**config.mk**
```make
export PLATFORM = sky130hd
export DESIGN_NAME = sef_front_end
export DESIGN_NICKNAME = d
export VERILOG_FILES = /design/src/sef_pkg.sv /design/src/sef_front_end.sv
export SDC_FILE = /design/constraint.sdc
export NUM_CORES = 1
export LEC_CHECK = 0
export ABC_AREA = 1
export BUFFER_PORTS_ARGS = -buffer_cell sky130_fd_sc_hd__buf_2
export CAP_MARGIN = 40
export CORE_ASPECT_RATIO = 0.7
export CORE_MARGIN = 3
export CORE_UTILIZATION = 50
export CTS_BUF_LIST = sky130_fd_sc_hd__clkbuf_16
export DETAILED_ROUTE_END_ITERATION = 7
export GPL_TIMING_DRIVEN = 0
export PLACE_DENSITY = 0.86
export SYNTH_ARGS = -nofsm -noshare
export SYNTH_HDL_FRONTEND = slang
export SYNTH_SLANG_ARGS = --single-unit
export TNS_END_PERCENT = 5
```
**constraint.sdc**
```tcl
create_clock -name mclk -period 1.6 [get_ports mclk]
set_input_delay 0.16 -clock mclk [delete_from_list [all_inputs] [get_ports mclk]]
set_output_delay 0.16 -clock mclk [all_outputs]
set_load 0.03 [all_outputs]
```
**src/sef_pkg.sv**
```systemverilog
// Purpose: Shared constants and types of the serial EEPROM front end
// Assumes: One system clock samples every serial pin
// Notes:   Status layout keeps the protect enable in the top bit
package sef_pkg;

  // Status register layout and reset value
  localparam int unsigned    SR_PEN_BIT  = 7;
  localparam int unsigned    SR_BP_LO    = 2;
  localparam int unsigned    SR_WEL_BIT  = 1;
  localparam logic [7:0]     SR_RESET    = 8'h00;
  localparam logic [7:0]     SR_WR_MASK  = 8'h8c;  // Writable: pen, bp1, bp0

  // Framing constants
  localparam logic [2:0]     LAST_BIT    = 3'h7;
  localparam logic [3:0]     OP_HI_NIB   = 4'h0;

  // Opcode low three bits (bit 3 is a don't-care)
  localparam logic [2:0]     OP_WEN_SET  = 3'h6;
  localparam logic [2:0]     OP_WEN_CLR  = 3'h4;
  localparam logic [2:0]     OP_SR_READ  = 3'h5;
  localparam logic [2:0]     OP_SR_WRITE = 3'h1;
  localparam logic [2:0]     OP_ARR_READ = 3'h3;
  localparam logic [2:0]     OP_ARR_WR   = 3'h2;

  // Serial command state
  typedef enum logic [1:0] {
    ST_IDLE = 2'b00,
    ST_OPC  = 2'b01,
    ST_DATA = 2'b10,
    ST_DEAD = 2'b11
  } sef_state_t;

  // Pins driven by the bus master
  typedef struct packed {
    logic cs_n;
    logic sck;
    logic si;
    logic hold_n;
    logic wp_n;
  } sef_pins_t;

  // Serial output pin with its enable
  typedef struct packed {
    logic data;
    logic oe;
  } sef_so_t;

endpackage

```
**src/sef_front_end.sv**
```systemverilog
// Purpose: Slave-only serial front end of a serial EEPROM
// Assumes: Master uses clock mode 0; mclk far faster than the serial clock
// Notes:   Array storage lives outside; bytes cross on the user side
`timescale 1ns/10ps
module sef_front_end (
  // Clock, reset, enable
  input  wire logic               mclk,
  input  wire logic               nrst,
  input  wire logic               ce,
  // Serial pins to and from the master
  input  wire sef_pkg::sef_pins_t pins,
  output sef_pkg::sef_so_t        so_q,
  // User side toward the array
  input  wire logic [7:0]         tx_data,
  output logic [7:0]              opcode_q,
  output logic [7:0]              rx_byte_q,
  output logic                    rx_valid_q,
  output logic [7:0]              status_q
);

  // Two-stage synchronisers plus one history stage for edges
  sef_pkg::sef_pins_t s1_q, s2_q, s3_q;
  always_ff @(posedge mclk) begin
    if (!nrst) begin
      s1_q <= '{cs_n: 1'b1, sck: 1'b0, si: 1'b0, hold_n: 1'b1, wp_n: 1'b1};
      s2_q <= '{cs_n: 1'b1, sck: 1'b0, si: 1'b0, hold_n: 1'b1, wp_n: 1'b1};
      s3_q <= '{cs_n: 1'b1, sck: 1'b0, si: 1'b0, hold_n: 1'b1, wp_n: 1'b1};
    end else if (ce) begin
      s1_q <= pins;
      s2_q <= s1_q;
      s3_q <= s2_q;
    end
  end

  sef_pkg::sef_state_t state_q, state_d;
  logic [2:0] cnt_q;
  logic [7:0] rxsh_q;
  logic [7:0] txsh_q;
  logic       wrsr_pend_q;
  logic       wp_abort_q;

  // Edge and qualifier decode; the sck is only sampled, never driven
  wire sel       = !s2_q.cs_n;
  wire cs_fall   = s3_q.cs_n && !s2_q.cs_n;
  wire cs_rise   = !s3_q.cs_n && s2_q.cs_n;
  wire paused    = !s2_q.hold_n;
  wire sck_rise  = !s3_q.sck && s2_q.sck;
  wire sck_fall  = s3_q.sck && !s2_q.sck;
  wire active    = sel && !paused;
  wire shift_in  = active && sck_rise &&
                   (state_q == sef_pkg::ST_OPC || state_q == sef_pkg::ST_DATA);
  wire byte_done = shift_in && (cnt_q == sef_pkg::LAST_BIT);
  wire [7:0] rx_next = {rxsh_q[6:0], s2_q.si};

  // Opcode decode of the byte that just completed and of the captured opcode
  wire [2:0] op_lo   = rx_next[2:0];
  wire op_valid = (rx_next[7:4] == sef_pkg::OP_HI_NIB) &&
                  (op_lo == sef_pkg::OP_WEN_SET || op_lo == sef_pkg::OP_WEN_CLR
                || op_lo == sef_pkg::OP_SR_READ || op_lo == sef_pkg::OP_SR_WRITE
                || op_lo == sef_pkg::OP_ARR_READ || op_lo == sef_pkg::OP_ARR_WR);
  wire cur_sr_rd  = opcode_q[2:0] == sef_pkg::OP_SR_READ;
  wire cur_arr_rd = opcode_q[2:0] == sef_pkg::OP_ARR_READ;
  wire cur_sr_wr  = opcode_q[2:0] == sef_pkg::OP_SR_WRITE;
  wire reading    = state_q == sef_pkg::ST_DATA && (cur_sr_rd || cur_arr_rd);

  // Hardware protection: pin low and enable set; enable 0 masks the pin
  wire hw_prot = status_q[sef_pkg::SR_PEN_BIT] && !s2_q.wp_n;
  wire sr_wr   = cs_rise && wrsr_pend_q && !wp_abort_q && !hw_prot &&
                 status_q[sef_pkg::SR_WEL_BIT];
  wire [7:0] sr_new = (rxsh_q & sef_pkg::SR_WR_MASK) |
                      (status_q & ~sef_pkg::SR_WR_MASK);

  // Next command state
  always_comb begin
    state_d = state_q;
    unique case (state_q)
      sef_pkg::ST_IDLE: state_d = state_q;
      sef_pkg::ST_OPC:
        if (byte_done)
          state_d = op_valid ? sef_pkg::ST_DATA : sef_pkg::ST_DEAD;
      sef_pkg::ST_DATA: state_d = state_q;
      sef_pkg::ST_DEAD: state_d = state_q;
    endcase
    if (!sel)
      state_d = sef_pkg::ST_IDLE;
    if (cs_fall)
      state_d = sef_pkg::ST_OPC;
  end

  // Command state, bit counter and input shifter; all hold while paused
  always_ff @(posedge mclk) begin
    if (!nrst) begin
      state_q <= sef_pkg::ST_IDLE;
      cnt_q   <= 3'h0;
      rxsh_q  <= 8'h00;
    end else if (ce) begin
      state_q <= state_d;
      if (cs_fall)
        cnt_q <= 3'h0;
      else if (shift_in) begin
        cnt_q  <= cnt_q + 3'h1;
        rxsh_q <= rx_next;
      end
    end
  end

  // Opcode capture, received data strobe, write latch and status writes
  always_ff @(posedge mclk) begin
    if (!nrst) begin
      opcode_q    <= 8'h00;
      rx_byte_q   <= 8'h00;
      rx_valid_q  <= 1'b0;
      status_q    <= sef_pkg::SR_RESET;
      wrsr_pend_q <= 1'b0;
      wp_abort_q  <= 1'b0;
    end else if (ce) begin
      rx_valid_q <= byte_done && state_q == sef_pkg::ST_DATA;
      if (byte_done && state_q == sef_pkg::ST_DATA)
        rx_byte_q <= rx_next;
      if (byte_done && state_q == sef_pkg::ST_OPC && op_valid) begin
        opcode_q <= rx_next;
        if (op_lo == sef_pkg::OP_WEN_SET)
          status_q[sef_pkg::SR_WEL_BIT] <= 1'b1;
        if (op_lo == sef_pkg::OP_WEN_CLR)
          status_q[sef_pkg::SR_WEL_BIT] <= 1'b0;
      end
      // Pending flag sets on the first data byte of a status write; the last byte shifted in is written
      if (cs_fall)
        wrsr_pend_q <= 1'b0;
      else if (byte_done && state_q == sef_pkg::ST_DATA && cur_sr_wr
               && !wrsr_pend_q)
        wrsr_pend_q <= 1'b1;
      // Pin falling while selected in a status write with the protect enable set aborts it
      if (cs_fall)
        wp_abort_q <= 1'b0;
      else if (sel && cur_sr_wr && state_q == sef_pkg::ST_DATA &&
               s3_q.wp_n && !s2_q.wp_n &&
               status_q[sef_pkg::SR_PEN_BIT])
        wp_abort_q <= 1'b1;
      // Commit happens on deselect; a write drops the write latch
      if (sr_wr) begin
        status_q                      <= sr_new;
        status_q[sef_pkg::SR_WEL_BIT] <= 1'b0;
      end
    end
  end

  // Output shifter: load at byte end, present next bit on falling clock
  wire [7:0] tx_src  = cur_sr_rd ? status_q : tx_data;
  wire       so_en_d = sel && !paused && reading;
  always_ff @(posedge mclk) begin
    if (!nrst) begin
      txsh_q <= 8'h00;
      so_q   <= '{data: 1'b0, oe: 1'b0};
    end else if (ce) begin
      so_q.oe <= so_en_d;
      if (byte_done)
        txsh_q <= (state_q == sef_pkg::ST_OPC) ?
                  ((op_lo == sef_pkg::OP_SR_READ) ? status_q : 8'h00) : tx_src;
      else if (active && sck_fall && reading) begin
        so_q.data <= txsh_q[7];
        txsh_q    <= {txsh_q[6:0], 1'b0};
      end
    end
  end

  // Checks
  deselect_tri_a: assert property (@(posedge mclk) disable iff (!nrst)
    (ce && !sel) |=> !so_q.oe) else $error("output driven while deselected");
  pause_tri_a: assert property (@(posedge mclk) disable iff (!nrst)
    (ce && paused) |=> !so_q.oe) else $error("output driven while paused");
  cs_restart_a: assert property (@(posedge mclk) disable iff (!nrst)
    (ce && cs_fall) |=> (state_q == sef_pkg::ST_OPC && cnt_q == 3'h0))
    else $error("select fall did not restart sequence");
  bad_opcode_a: assert property (@(posedge mclk) disable iff (!nrst)
    (ce && byte_done && state_q == sef_pkg::ST_OPC && !op_valid && sel)
    |=> state_q == sef_pkg::ST_DEAD) else $error("invalid opcode accepted");
  dead_quiet_a: assert property (@(posedge mclk) disable iff (!nrst)
    (state_q == sef_pkg::ST_DEAD) |=> (!so_q.oe && $stable(rx_byte_q)))
    else $error("activity after invalid opcode");
  hold_freeze_a: assert property (@(posedge mclk) disable iff (!nrst)
    (ce && sel && paused && !cs_fall) |=> ($stable(cnt_q) && $stable(rxsh_q)))
    else $error("pause did not freeze sequence");
  protect_block_a: assert property (@(posedge mclk) disable iff (!nrst)
    (ce && cs_rise && hw_prot) |=> $stable(status_q))
    else $error("status written while protected");
  msb_out_a: assert property (@(posedge mclk) disable iff (!nrst)
    (ce && active && sck_fall && reading && !byte_done)
    |=> so_q.data == $past(txsh_q[7])) else $error("output bit order wrong");
  byte_strobe_a: assert property (@(posedge mclk) disable iff (!nrst)
    (ce && byte_done && state_q == sef_pkg::ST_DATA)
    |=> (rx_valid_q && rx_byte_q == $past(rx_next)))
    else $error("data byte not delivered");

endmodule // sef_front_end

```
==> results of run 1 <==
-- worst min-delay path: stages --
cell     delay, ns
buf_2         0.07
nand2_1       0.04
nand3_1       0.06
-- layout by cell type, fill, tap and decap left out, drive strengths merged, types with 4 or more instances in the layout --
master  count
and3        4
a21oi      43
buf        48
clkbuf     17
nand2      77
ha          5
nand3      19
nor3        6
nor2       34
dfxtp      59
conb        4
o21ai      34
inv        40
clkinv      4
-- registers in the layout (all words and copies together), names as in the netlist --
register     flops
wp_abort_q       1
s1_q             5
txsh_q           8
wrsr_pend_q      1
state_q          2
s2_q             4
rx_valid_q       1
status_q         4
so_q             2
opcode_q         8
rxsh_q           8
cnt_q            3
rx_byte_q        8
s3_q             3
op_lo            1
-- layer usage --
metal / global-route usage / up-vias / wire length (um)
met4: 0.07143 / 0 / 101
met3: 0.09329 / 9 / 669
met1: 0.2891 / 1108 / 2736
met2: 0.3230 / 132 / 2617
met5: 0 / - / 0
li1: - / 1235 / -
-- metrics by stage --
step,hold WS [ns],std cells,util,total power [mW]
finish,0.03927,475,0.6569,3.421
global route,0.06123,475,0.6569,3.544
CTS,0.02965,475,0.6510,3.445
detailed placement,0.3731,456,0.5882,1.747
global placement,0.3696,456,0.5882,1.740
floorplan,0.2821,350,-,1.688
-- cell type report --
class / count / area [um^2] / area share
Buffer: 16 / 88.84 / 0.02782
Multi-Input combinational cell: 235 / 1199 / 0.3754
Clock buffer: 9 / 225.2 / 0.07053
Inverter: 40 / 155.1 / 0.04859
Sequential cell: 59 / 1182 / 0.3703
Tap cell: 69 / 86.33 / 0.02704
Timing Repair Buffer: 40 / 211.5 / 0.06622
Clock inverter: 7 / 45.04 / 0.01411
-- path summary, 6_finish.rpt --
kind	from	endpoint	depth (start not counted)
max	state_q[0]	rx_byte_q[0]	9
min reg2reg	so_q[1]	so_q[1]	2
min	pins[1]	s1_q[1]	3
max reg2reg	state_q[0]	rx_byte_q[0]	9
-- what timing repair did --
item | 4_1_cts | 5_1_grt
gates resized for setup | 7 | 12
hold buffers | 0 | 0
gates cloned | 1 | 0
endpoints found under the hold margin | 0 | 0
endpoints found under the setup margin | 34 | 37
setup buffers | 2 | 0
pin swaps | 3 | 1
-- power groups by stage --
stage / clock network, mW / registers [mW] / logic (mW)
floorplan: 0 / 1.55 / 0.140
global placement: 0 / 1.55 / 0.190
detailed placement: 0 / 1.55 / 0.195
CTS: 1.73 / 1.52 / 0.197
global route: 1.79 / 1.53 / 0.231
finish: 1.69 / 1.52 / 0.203
-- logic make-up after synthesis --
group | count (synthesis)
AND/OR/NAND/NOR | 142
AO/OA/AOI/OAI | 84
flip-flops | 59
buffers and inverters | 56
adder cells (fa/ha/maj) | 5
other | 1
==> impl_results.md, run 1 <==
- Peak supply drop: 0.7131 mV
- Required time worst endpoint: 1.85 ns
- WS Path Type: flop to flop
- Failing checks: setup timing
- Fin crit share: 1.004
- Worst slew pin tran: 0.5365 ns
- RSZ-0062 raised after global routing: true
- Buf/Inv on CP: 2
- Reg2Reg Setup Slack: -0.006 ns
- Starting Density: 0.5274
- Leakage power: 1.460 nW
- DIE WIDTH: 91.59 um
- Clock Power Share: 0.495
- Layout area overhead: 24.55%
- Root Buffer: clkbuf_16
- Yosys reg bits: 59
- Final setup vio count: 2
- Wire per inst: 12.89 um
- Worst setup SP type: flop
- Top-count cell post-synth: nand2_1
- Drt first pass iters: 5
- Skew final: 0.005520 ns
- Outcome: finished, violations left
- Setup slack after layout: -0.005614 ns
- Row count: 21
- XOR/XNOR Fraction of Synth Area: 0
- Filler Cell Count: 427
- Post-Layout Inst Area: 0.003193 mm^2
- Cell taking the most area after synthesis: dfxtp_1
- CP max stage delay: 0.35 ns
- Vias in the first global route: 2177
- DP Area: 0.002859 mm^2
- Top post-synthesis cells by area: dfxtp_1, nand2_1, a21oi_1
- CTS tree: yes
- Largest net degree at the start of global routing: 12
- Final antenna-violating net count: 0
- CTS clock-pin slew for the worst setup and hold paths: 0.05 ns
- Combinational Power Share: 0.059
- HPWL reported at the end of detailed placement: 4377 um
- Mean cell area of the mapped netlist: 7.388 um^2
- Sequential area share after synthesis: 0.4607
- Switch Pwr: 815.4 uW
- Largest family of logic cells by synthesized area: simple AND/OR/NAND/NOR gates
- Distinct cell type count after synthesis: 29
- Clock Sinks: 59
- Die outline height: 65.91 um
- Io pins: 43
- PD cells: 1071 mW/mm^2
- Slowest stage cell, crit path: dfxtp_2
- Largest delay share family, worst path: simple AND/OR/NAND/NOR gates
- Seq pwr share: 0.445
- Die area: 0.006036 mm^2
- Worst-skew pair later-pin latency: 0.33 ns
- Vias per Instance: 5.229
- Switching Share: 0.2383
- Max-cap violation count: 0
- Clock tree buffer depth: 2
- Design internal power: 2.606 mW
- Synth top area share: 0.4607
- H-tree depth: 3
- Final hold viol count: 0
- DRC viols: 0
- Simple-gate share of the synthesized area: 0.2513
- Leading register cell type out of synthesis: dfxtp_1
- Overflow after GRT: 0
- Top post-synthesis cells by count: nand2_1, dfxtp_1, a21oi_1
- YS warnings: 0
- Core area: 0.004861 mm^2
- All-Layer GR Usage: 0.2193
- Net count, final: 422
- Placer Congestion: 0.8988
- Post-synthesis mux area share: 0
- Total number of vias: 2484
- Min-delay worst type: primary input to flop
- Total routed wirelength: 6123 um
- Post-synthesis adder-cell area fraction: 0.02440
- Crit end category: flop
- Fmax: 622.8 MHz
- Final count of pins violating max slew: 0
- Async set-reset flop share out of synthesis: 0
- Rel. slew slack: 0.6423
- First-pass GRT wire length: 10170 um
- Share of layout cells above drive strength 1: 0.2167
- Synth Area in Compound Gates: 0.1698
- CTS buffer count: 9
- IO Port Bufs: 37
- Antenna Cells: 0
- Number of flops mapped to enable cells by yosys: 0
- Arrival time at the worst endpoint: 1.85 ns
- Final critical-path required period: 1.606 ns
- Dpl ws: -0.1651 ns
- Crit path cell chain: inv_2, ha_4, nor2_4, nand3_4, nor2_8, nand2_4, inv_4, nand2_1, a21oi_1
- Initial antenna violation count: 0
- Drt initial violations: 186
- Post-Syn Instances: 347
- Mapped Area: 0.002564 mm^2
- Setup TNS: -0.007700 ns
- CP Max Fanout: 10
(Power assumes the default switching activity.)
==> run 2: changes to the inputs <==
--- a/config.mk
+++ b/config.mk
@@ -15,6 +15,7 @@
 export DETAILED_ROUTE_END_ITERATION = 7
 export GPL_TIMING_DRIVEN = 0
 export PLACE_DENSITY = 0.86
+export SETUP_SLACK_MARGIN = 0.3
 export SYNTH_ARGS = -nofsm -noshare
 export SYNTH_HDL_FRONTEND = slang
 export SYNTH_SLANG_ARGS = --single-unit
==> run 2 against run 1 <==
Compared with the run above: the run now ends clean; critical path depth decreased by 2; sequential power about the same; non-clock buffer count increased by 2.
==> impl_results.md, run 2 (synthesis gave the netlist of run 1 again) <==
- Outcome: complete, no violations (was finished, violations left)
- Worst slew pin tran: 0.5882 ns (was 0.5365 ns)
- Buf/Inv on CP: 2 (unchanged)
- Post-Layout Inst Area: 0.003321 mm^2 (was 0.003193 mm^2)
- Antenna Cells: 0 (unchanged)
- Die outline height: 65.91 um (unchanged)
- Final count of pins violating max slew: 0 (unchanged)
- Largest net degree at the start of global routing: 12 (unchanged)
- CP Depth: 7 (was 9)
- Core area: 0.004861 mm^2 (unchanged)
- Starting Density: 0.5274 (unchanged)
- Fmax: 627.3 MHz (was 622.8 MHz)
- Filler Cell Count: 413 (was 427)
- Worst-skew pair later-pin latency: 0.33 ns (about the same)
- CTS buffer count: 9 (unchanged)
- CTS clock-pin slew for the worst setup and hold paths: 0.05 ns (about the same)
- Power after layout: 3.761 mW (was 3.421 mW)
- Fin util: 0.6831 (was 0.6569)
- Crit path cell chain: inv_2, ha_4, nor3_2, nand3_2, buf_4, o21ai_0, a21oi_1 (was inv_2, ha_4, nor2_4, nand3_4, nor2_8, nand2_4, inv_4, nand2_1, a21oi_1)
- Final cell count without fillers: 477 (was 475)
- Register-to-Register Path Depth: 7 (was 9)
- DRC viols: 0 (unchanged)
- Drt initial violations: 199 (was 186)
- Vias per Instance: 5.189 (was 5.229)
- Worst setup SP type: flop (unchanged)
- Multi-input gate area: 0.001257 mm^2 (was 0.001199 mm^2)
- Max-cap violation count: 0 (unchanged)
- Io pins: 43 (unchanged)
- Commonest non-fill, non-tap cell in the layout: nand2_1 (unchanged)
- Clock tree buffer depth: 2 (unchanged)
- Peak supply drop: 0.9151 mV (was 0.7131 mV)
- Largest delay share family, worst path: simple AND/OR/NAND/NOR gates (unchanged)
- Initial antenna violation count: 0 (unchanged)
- CP Max Fanout: 3 (was 10)
- Min-delay worst type: primary input to flop (unchanged)
- Total routed wirelength: 6508 um (was 6123 um)
- CP max stage delay: 0.35 ns (about the same)
- Reg area: 0.001186 mm^2 (was 0.001182 mm^2)
- Row count: 21 (unchanged)
- Hold-fix buffer count after cts: 0 (unchanged)
- DIE WIDTH: 91.59 um (unchanged)
- Hold path depth: 3 (unchanged)
- Placer Congestion: 0.8961 (was 0.8988)
- Layout area overhead: 29.53% (was 24.55%)
- Net count, final: 424 (was 422)
- Leakage power: 1.515 nW (was 1.460 nW)
- Final hold viol count: 0 (unchanged)
- Final antenna-violating net count: 0 (unchanged)
- HPWL reported at the end of detailed placement: 4355 um (was 4377 um)
- Final critical-path required period: 1.594 ns (was 1.606 ns)
- Drt first pass iters: 5 (unchanged)
- H-tree depth: 3 (unchanged)
- Required time worst endpoint: 1.81 ns (was 1.85 ns)
- CTS tree: yes (unchanged)
- Vias in the first global route: 2173 (was 2177)
- Skew final: 0.007258 ns (was 0.005520 ns)
- Clock Sinks: 59 (unchanged)
- First-pass GRT wire length: 10210 um (was 10170 um)
- Arrival time at the worst endpoint: 1.80 ns (was 1.85 ns)
- All-Layer GR Usage: 0.2168 (was 0.2193)
- DP Area: 0.002872 mm^2 (was 0.002859 mm^2)
- Overflow after GRT: 0 (unchanged)
- PD cells: 1132 mW/mm^2 (was 1071 mW/mm^2)
- IO Port Bufs: 37 (unchanged)
- Root Buffer: clkbuf_16 (unchanged)
- Slowest stage cell, crit path: dfxtp_2 (unchanged)
- Die area: 0.006036 mm^2 (unchanged)
- Commonest cells after routing, fill and taps aside: nand2_1, dfxtp_1, a21oi_1, buf_2, inv_1 (was nand2_1, dfxtp_1, a21oi_1, buf_2)
- Placed insts: 456 (unchanged)
- Crit end category: flop (unchanged)
- Total number of vias: 2475 (was 2484)
- Wire per inst: 13.64 um (was 12.89 um)
- Setup TNS: 0 ns (was -0.007700 ns)
- WS Path Type: flop to flop (unchanged)
- RSZ-0062 raised after global routing: true (unchanged)
- Share of layout cells above drive strength 1: 0.2549 (was 0.2167)
- Fin crit share: 0.9963 (was 1.004)
- Final setup vio count: 0 (was 2)
- Rel. slew slack: 0.6079 (was 0.6423)
[run 2: cell types whose count changed in the layout (fill, tap and decap cells not counted), moves of 3 or more]
cell,previous run,this run
o21ai_1,7,3
nor2_1,31,28
dfxtp_2,1,4
o21ai_2,1,4
dfxtp_1,58,55
nor2_2,0,3
[run 2: tightest hold or removal path, delay by kind of cell]
family,cells,cell delay (ns)
buffers and inverters,1,0.07
and+or+nand+nor,2,0.10
[run 2: timing repair]
action                     CTS  global route
buffers inserted             4             0
pin swaps                    2             7
cloned                       1             0
setup endpoints to repair   44            44
resized for setup           11            17
[run 2: power breakdown]
part | switching, mW | internal (mW)
sequential | 0.0249 | 1.50
combinational | 0.139 | 0.0729
clock | 0.670 | 1.35
total | 0.834 | 2.93
[run 2: metrics by stage]
step,worst slack [ns],hold WS (ns)
final,0.005889,0.04169
after global routing,-0.08310,0.05907
after CTS,0.05534,0.03870
after detailed placement,-0.08122,0.3761
after global placement,-0.001688,0.3698
after floorplan,0.1483,0.2821
[run 2: worst paths after layout]
| kind | start | end | slack, ns |
|---|---|---|---|
| setup reg to reg | state_q[0] | rxsh_q[0] | 0.006 |
| setup / recovery | state_q[0] | rxsh_q[0] | 0.006 |
| hold reg to reg | so_q[1] | so_q[1] | 0.44 |
| hold / removal | pins[4] | s1_q[4] | 0.04 |
[run 2: per-layer routing]
metal	vias up	global-route usage	wire length, um
met4	0	0.06955	88
met5	-	0	0
li1	1236	-	-
met1	1129	0.2779	2936
met2	100	0.3394	2941
met3	10	0.08077	541
[run 2: layout make-up]
class / instances / area share
clock buffers: 9 / 0.06782
well taps: 69 / 0.02600
inverters: 40 / 0.04748
plain buffers: 16 / 0.02675
repair buffers: 42 / 0.06820
multi-input cells: 235 / 0.3787
flip-flops and latches: 59 / 0.3572
clock inverters: 7 / 0.02788
==> run 3: changes to the inputs <==
--- a/config.mk
+++ b/config.mk
@@ -11,10 +11,9 @@
 export CORE_ASPECT_RATIO = 0.7
 export CORE_MARGIN = 3
 export CORE_UTILIZATION = 50
-export CTS_BUF_LIST = sky130_fd_sc_hd__clkbuf_16
 export DETAILED_ROUTE_END_ITERATION = 7
 export GPL_TIMING_DRIVEN = 0
-export PLACE_DENSITY = 0.86
+export PLACE_DENSITY = 0.74
 export SETUP_SLACK_MARGIN = 0.3
 export SYNTH_ARGS = -nofsm -noshare
 export SYNTH_HDL_FRONTEND = slang
==> run 3 against run 2 <==
Compared with the run above: total power fell by 18%; wire length fell by 6.5%; core utilization fell by 2.0 points; first-iteration DRC count fell by 34%; largest cell class unchanged; largest power group is now registers.
==> impl_results.md, run 3 (synthesis gave the netlist of run 1 again) <==
- Die area: 0.006036 mm^2 (unchanged)
- Worst flop-to-flop path endpoint: opcode_q[0] (was rxsh_q[0])
- Clock Sinks: 59 (unchanged)
- Final antenna-violating net count: 0 (unchanged)
- All-Layer GR Usage: 0.2157 (was 0.2168)
- Max-cap violation count: 0 (unchanged)
- Skew final: 0.004164 ns (was 0.007258 ns)
- IO Port Bufs: 37 (unchanged)
- R2r startpoint: cnt_q[0] (was state_q[0])
- PD cells: 952.4 mW/mm^2 (was 1132 mW/mm^2)
- First-pass GRT wire length: 10040 um (was 10210 um)
- Clock tree buffer depth: 2 (unchanged)
- Fmax: 639.1 MHz (was 627.3 MHz)
- CP max stage delay: 0.34 ns (was 0.35 ns)
- Largest net degree at the start of global routing: 11 (was 12)
- Starting Density: 0.5274 (unchanged)
- Antenna Cells: 0 (unchanged)
- Row count: 21 (unchanged)
- Placer Congestion: 0.8529 (was 0.8961)
- Commonest cells after routing, fill and taps aside: nand2_1, dfxtp_1, a21oi_1, buf_2, inv_1 (unchanged)
- CTS clock-pin slew for the worst setup and hold paths: 0.06 ns (was 0.05 ns)
- Rel. slew slack: 0.6050 (was 0.6079)
- Fin crit share: 0.9779 (was 0.9963)
- Die outline height: 65.91 um (unchanged)
- Register-to-Register Path Depth: 8 (was 7)
- CTS tree: yes (unchanged)
- RSZ-0062 raised after global routing: true (unchanged)
- Final count of pins violating max slew: 0 (unchanged)
- Drt initial violations: 132 (was 199)
- Drt first pass iters: 4 (was 5)
- DRC viols: 0 (unchanged)
- Worst setup SP type: flop (unchanged)
- Buf/Inv on CP: 2 (unchanged)
- HPWL reported at the end of detailed placement: 4254 um (was 4355 um)
- Filler Cell Count: 421 (was 413)
- Root Buffer: clkbuf_8 (was clkbuf_16)
- Multi-input gate area: 0.001272 mm^2 (was 0.001257 mm^2)
- HP Start: pins[0] (was pins[4])
- Min Hold Slack: 0.02735 ns (was 0.04169 ns)
- DIE WIDTH: 91.59 um (unchanged)
- CP Max Fanout: 5 (was 3)
- Total routed wirelength: 6086 um (was 6508 um)
- Share of layout cells above drive strength 1: 0.2500 (was 0.2549)
- Total number of vias: 2402 (was 2475)
- Worst slew pin tran: 0.5925 ns (was 0.5882 ns)
- Reg2Reg Setup Slack: 0.04 ns (was 0.006 ns)
- Worst path most repeated cell: buf_4
- Final setup vio count: 0 (unchanged)
- WS Path Type: flop to flop (unchanged)
- Vias in the first global route: 2158 (was 2173)
- Required time worst endpoint: 1.86 ns (was 1.81 ns)
- Arrival time at the worst endpoint: 1.82 ns (was 1.80 ns)
- Peak supply drop: 0.6132 mV (was 0.9151 mV)
- Reg area: 0.001187 mm^2 (was 0.001186 mm^2)
- Initial antenna violation count: 0 (unchanged)
- Hold EP: s1_q[0] (was s1_q[4])
- Slowest stage cell, crit path: dfxtp_1 (was dfxtp_2)
- Core area: 0.004861 mm^2 (unchanged)
- Min-delay worst type: primary input to flop (unchanged)
- Worst-skew pair later-pin latency: 0.34 ns (was 0.33 ns)
- Hold path depth: 3 (unchanged)
- Leakage power: 1.446 nW (was 1.515 nW)
- Final critical-path required period: 1.565 ns (was 1.594 ns)
- Commonest non-fill, non-tap cell in the layout: nand2_1 (unchanged)
- Power after layout: 3.070 mW (was 3.761 mW)
- Layout area overhead: 25.72% (was 29.53%)
- CTS buffer count: 9 (unchanged)
- Wire per inst: 12.76 um (was 13.64 um)
- Vias per Instance: 5.036 (was 5.189)
- Outcome: complete, no violations (unchanged)
- Final hold viol count: 0 (unchanged)
- H-tree depth: 3 (unchanged)
- Crit end category: flop (unchanged)
- Overflow after GRT: 0 (unchanged)
- Net count, final: 425 (was 424)
- Largest delay share family, worst path: simple AND/OR/NAND/NOR gates (unchanged)
- Io pins: 43 (unchanged)
- Crit path cell chain: ha_1, ha_2, nand3_4, nor2_8, buf_4, buf_4, a21oi_1, nor3_1 (was inv_2, ha_4, nor3_2, nand3_2, buf_4, o21ai_0, a21oi_1)
## run 3: cell types whose count changed in the layout (fill, tap and decap cells not counted), moves of 2 or more
cell        change
nand2_4         -3
clkbuf_1        +2
nand2_8         +2
o21ai_2         -3
o21ai_1         +3
a21oi_2         +3
clkinvlp_4      -2
nor2_2          -2
a21oi_1         -3
inv_2           -2
inv_1           +2
clkbuf_8       +11
clkbuf_16       -9
nor2_1          +2
## run 3: worst reg2reg max path: stages (launching register included)
cell     delay, ns
dfxtp_1       0.34
ha_1          0.16
ha_2          0.20
nand3_4       0.13
nor2_8        0.22
buf_4         0.14
buf_4         0.11
a21oi_1       0.06
nor3_1        0.12
## run 3: worst max path at each step
stage,start,end,cells past startpoint
after global placement,state_q[1],opcode_q[1],7
after CTS,state_q[0],txsh_q[4],11
final,cnt_q[0],opcode_q[0],8
after floorplan,state_q[0],txsh_q[4],11
after detailed placement,state_q[1],opcode_q[2],7
after global routing,state_q[0],opcode_q[1],9
## run 3: metal layers
layer,global-route usage,wire [um],vias up
li1,-,-,1237
met1,0.2825,3011,1075
met2,0.3312,2581,79
met3,0.07622,412,11
met4,0.07331,81,0
met5,0,0,-
## run 3: where the power goes
group          leakage, nW  internal, mW  switching, mW
clock               0.0995         0.794          0.539
sequential           0.481          1.50         0.0232
combinational        0.865        0.0759          0.140
total                 1.45          2.37          0.702
## run 3: repair_timing
item / in CTS / in global routing
cloned: 1 / 0
endpoints found under the setup margin: 44 / 44
hold buffers: 0 / 0
pin swaps: 3 / 6
gates resized for setup: 11 / 19
setup buffers: 4 / 1
## run 3: stage by stage
stage | worst slack, ns | setup TNS (ns) | util | instances | instance area (um^2)
finish | 0.03536 | 0 | 0.6631 | 477 | 3223
global route | -0.09316 | -1.109 | 0.6631 | 477 | 3223
CTS | 0.05039 | 0 | 0.6463 | 476 | 3142
detailed placement | -0.05187 | -0.6868 | 0.5907 | 456 | 2872
global placement | -0.03315 | -0.2148 | 0.5907 | 456 | 2872
floorplan | 0.1483 | 0 | - | 350 | 2600
## run 3: cell type report
type                       instances  area share
buffer                            16     0.02756
timing repair buffer              43     0.07259
tap                               69     0.02679
clock inverter                     2     0.01087
inverter                          40     0.04969
sequential                        59      0.3684
clock buffer                      13     0.04930
multi-input combinational        235      0.3948
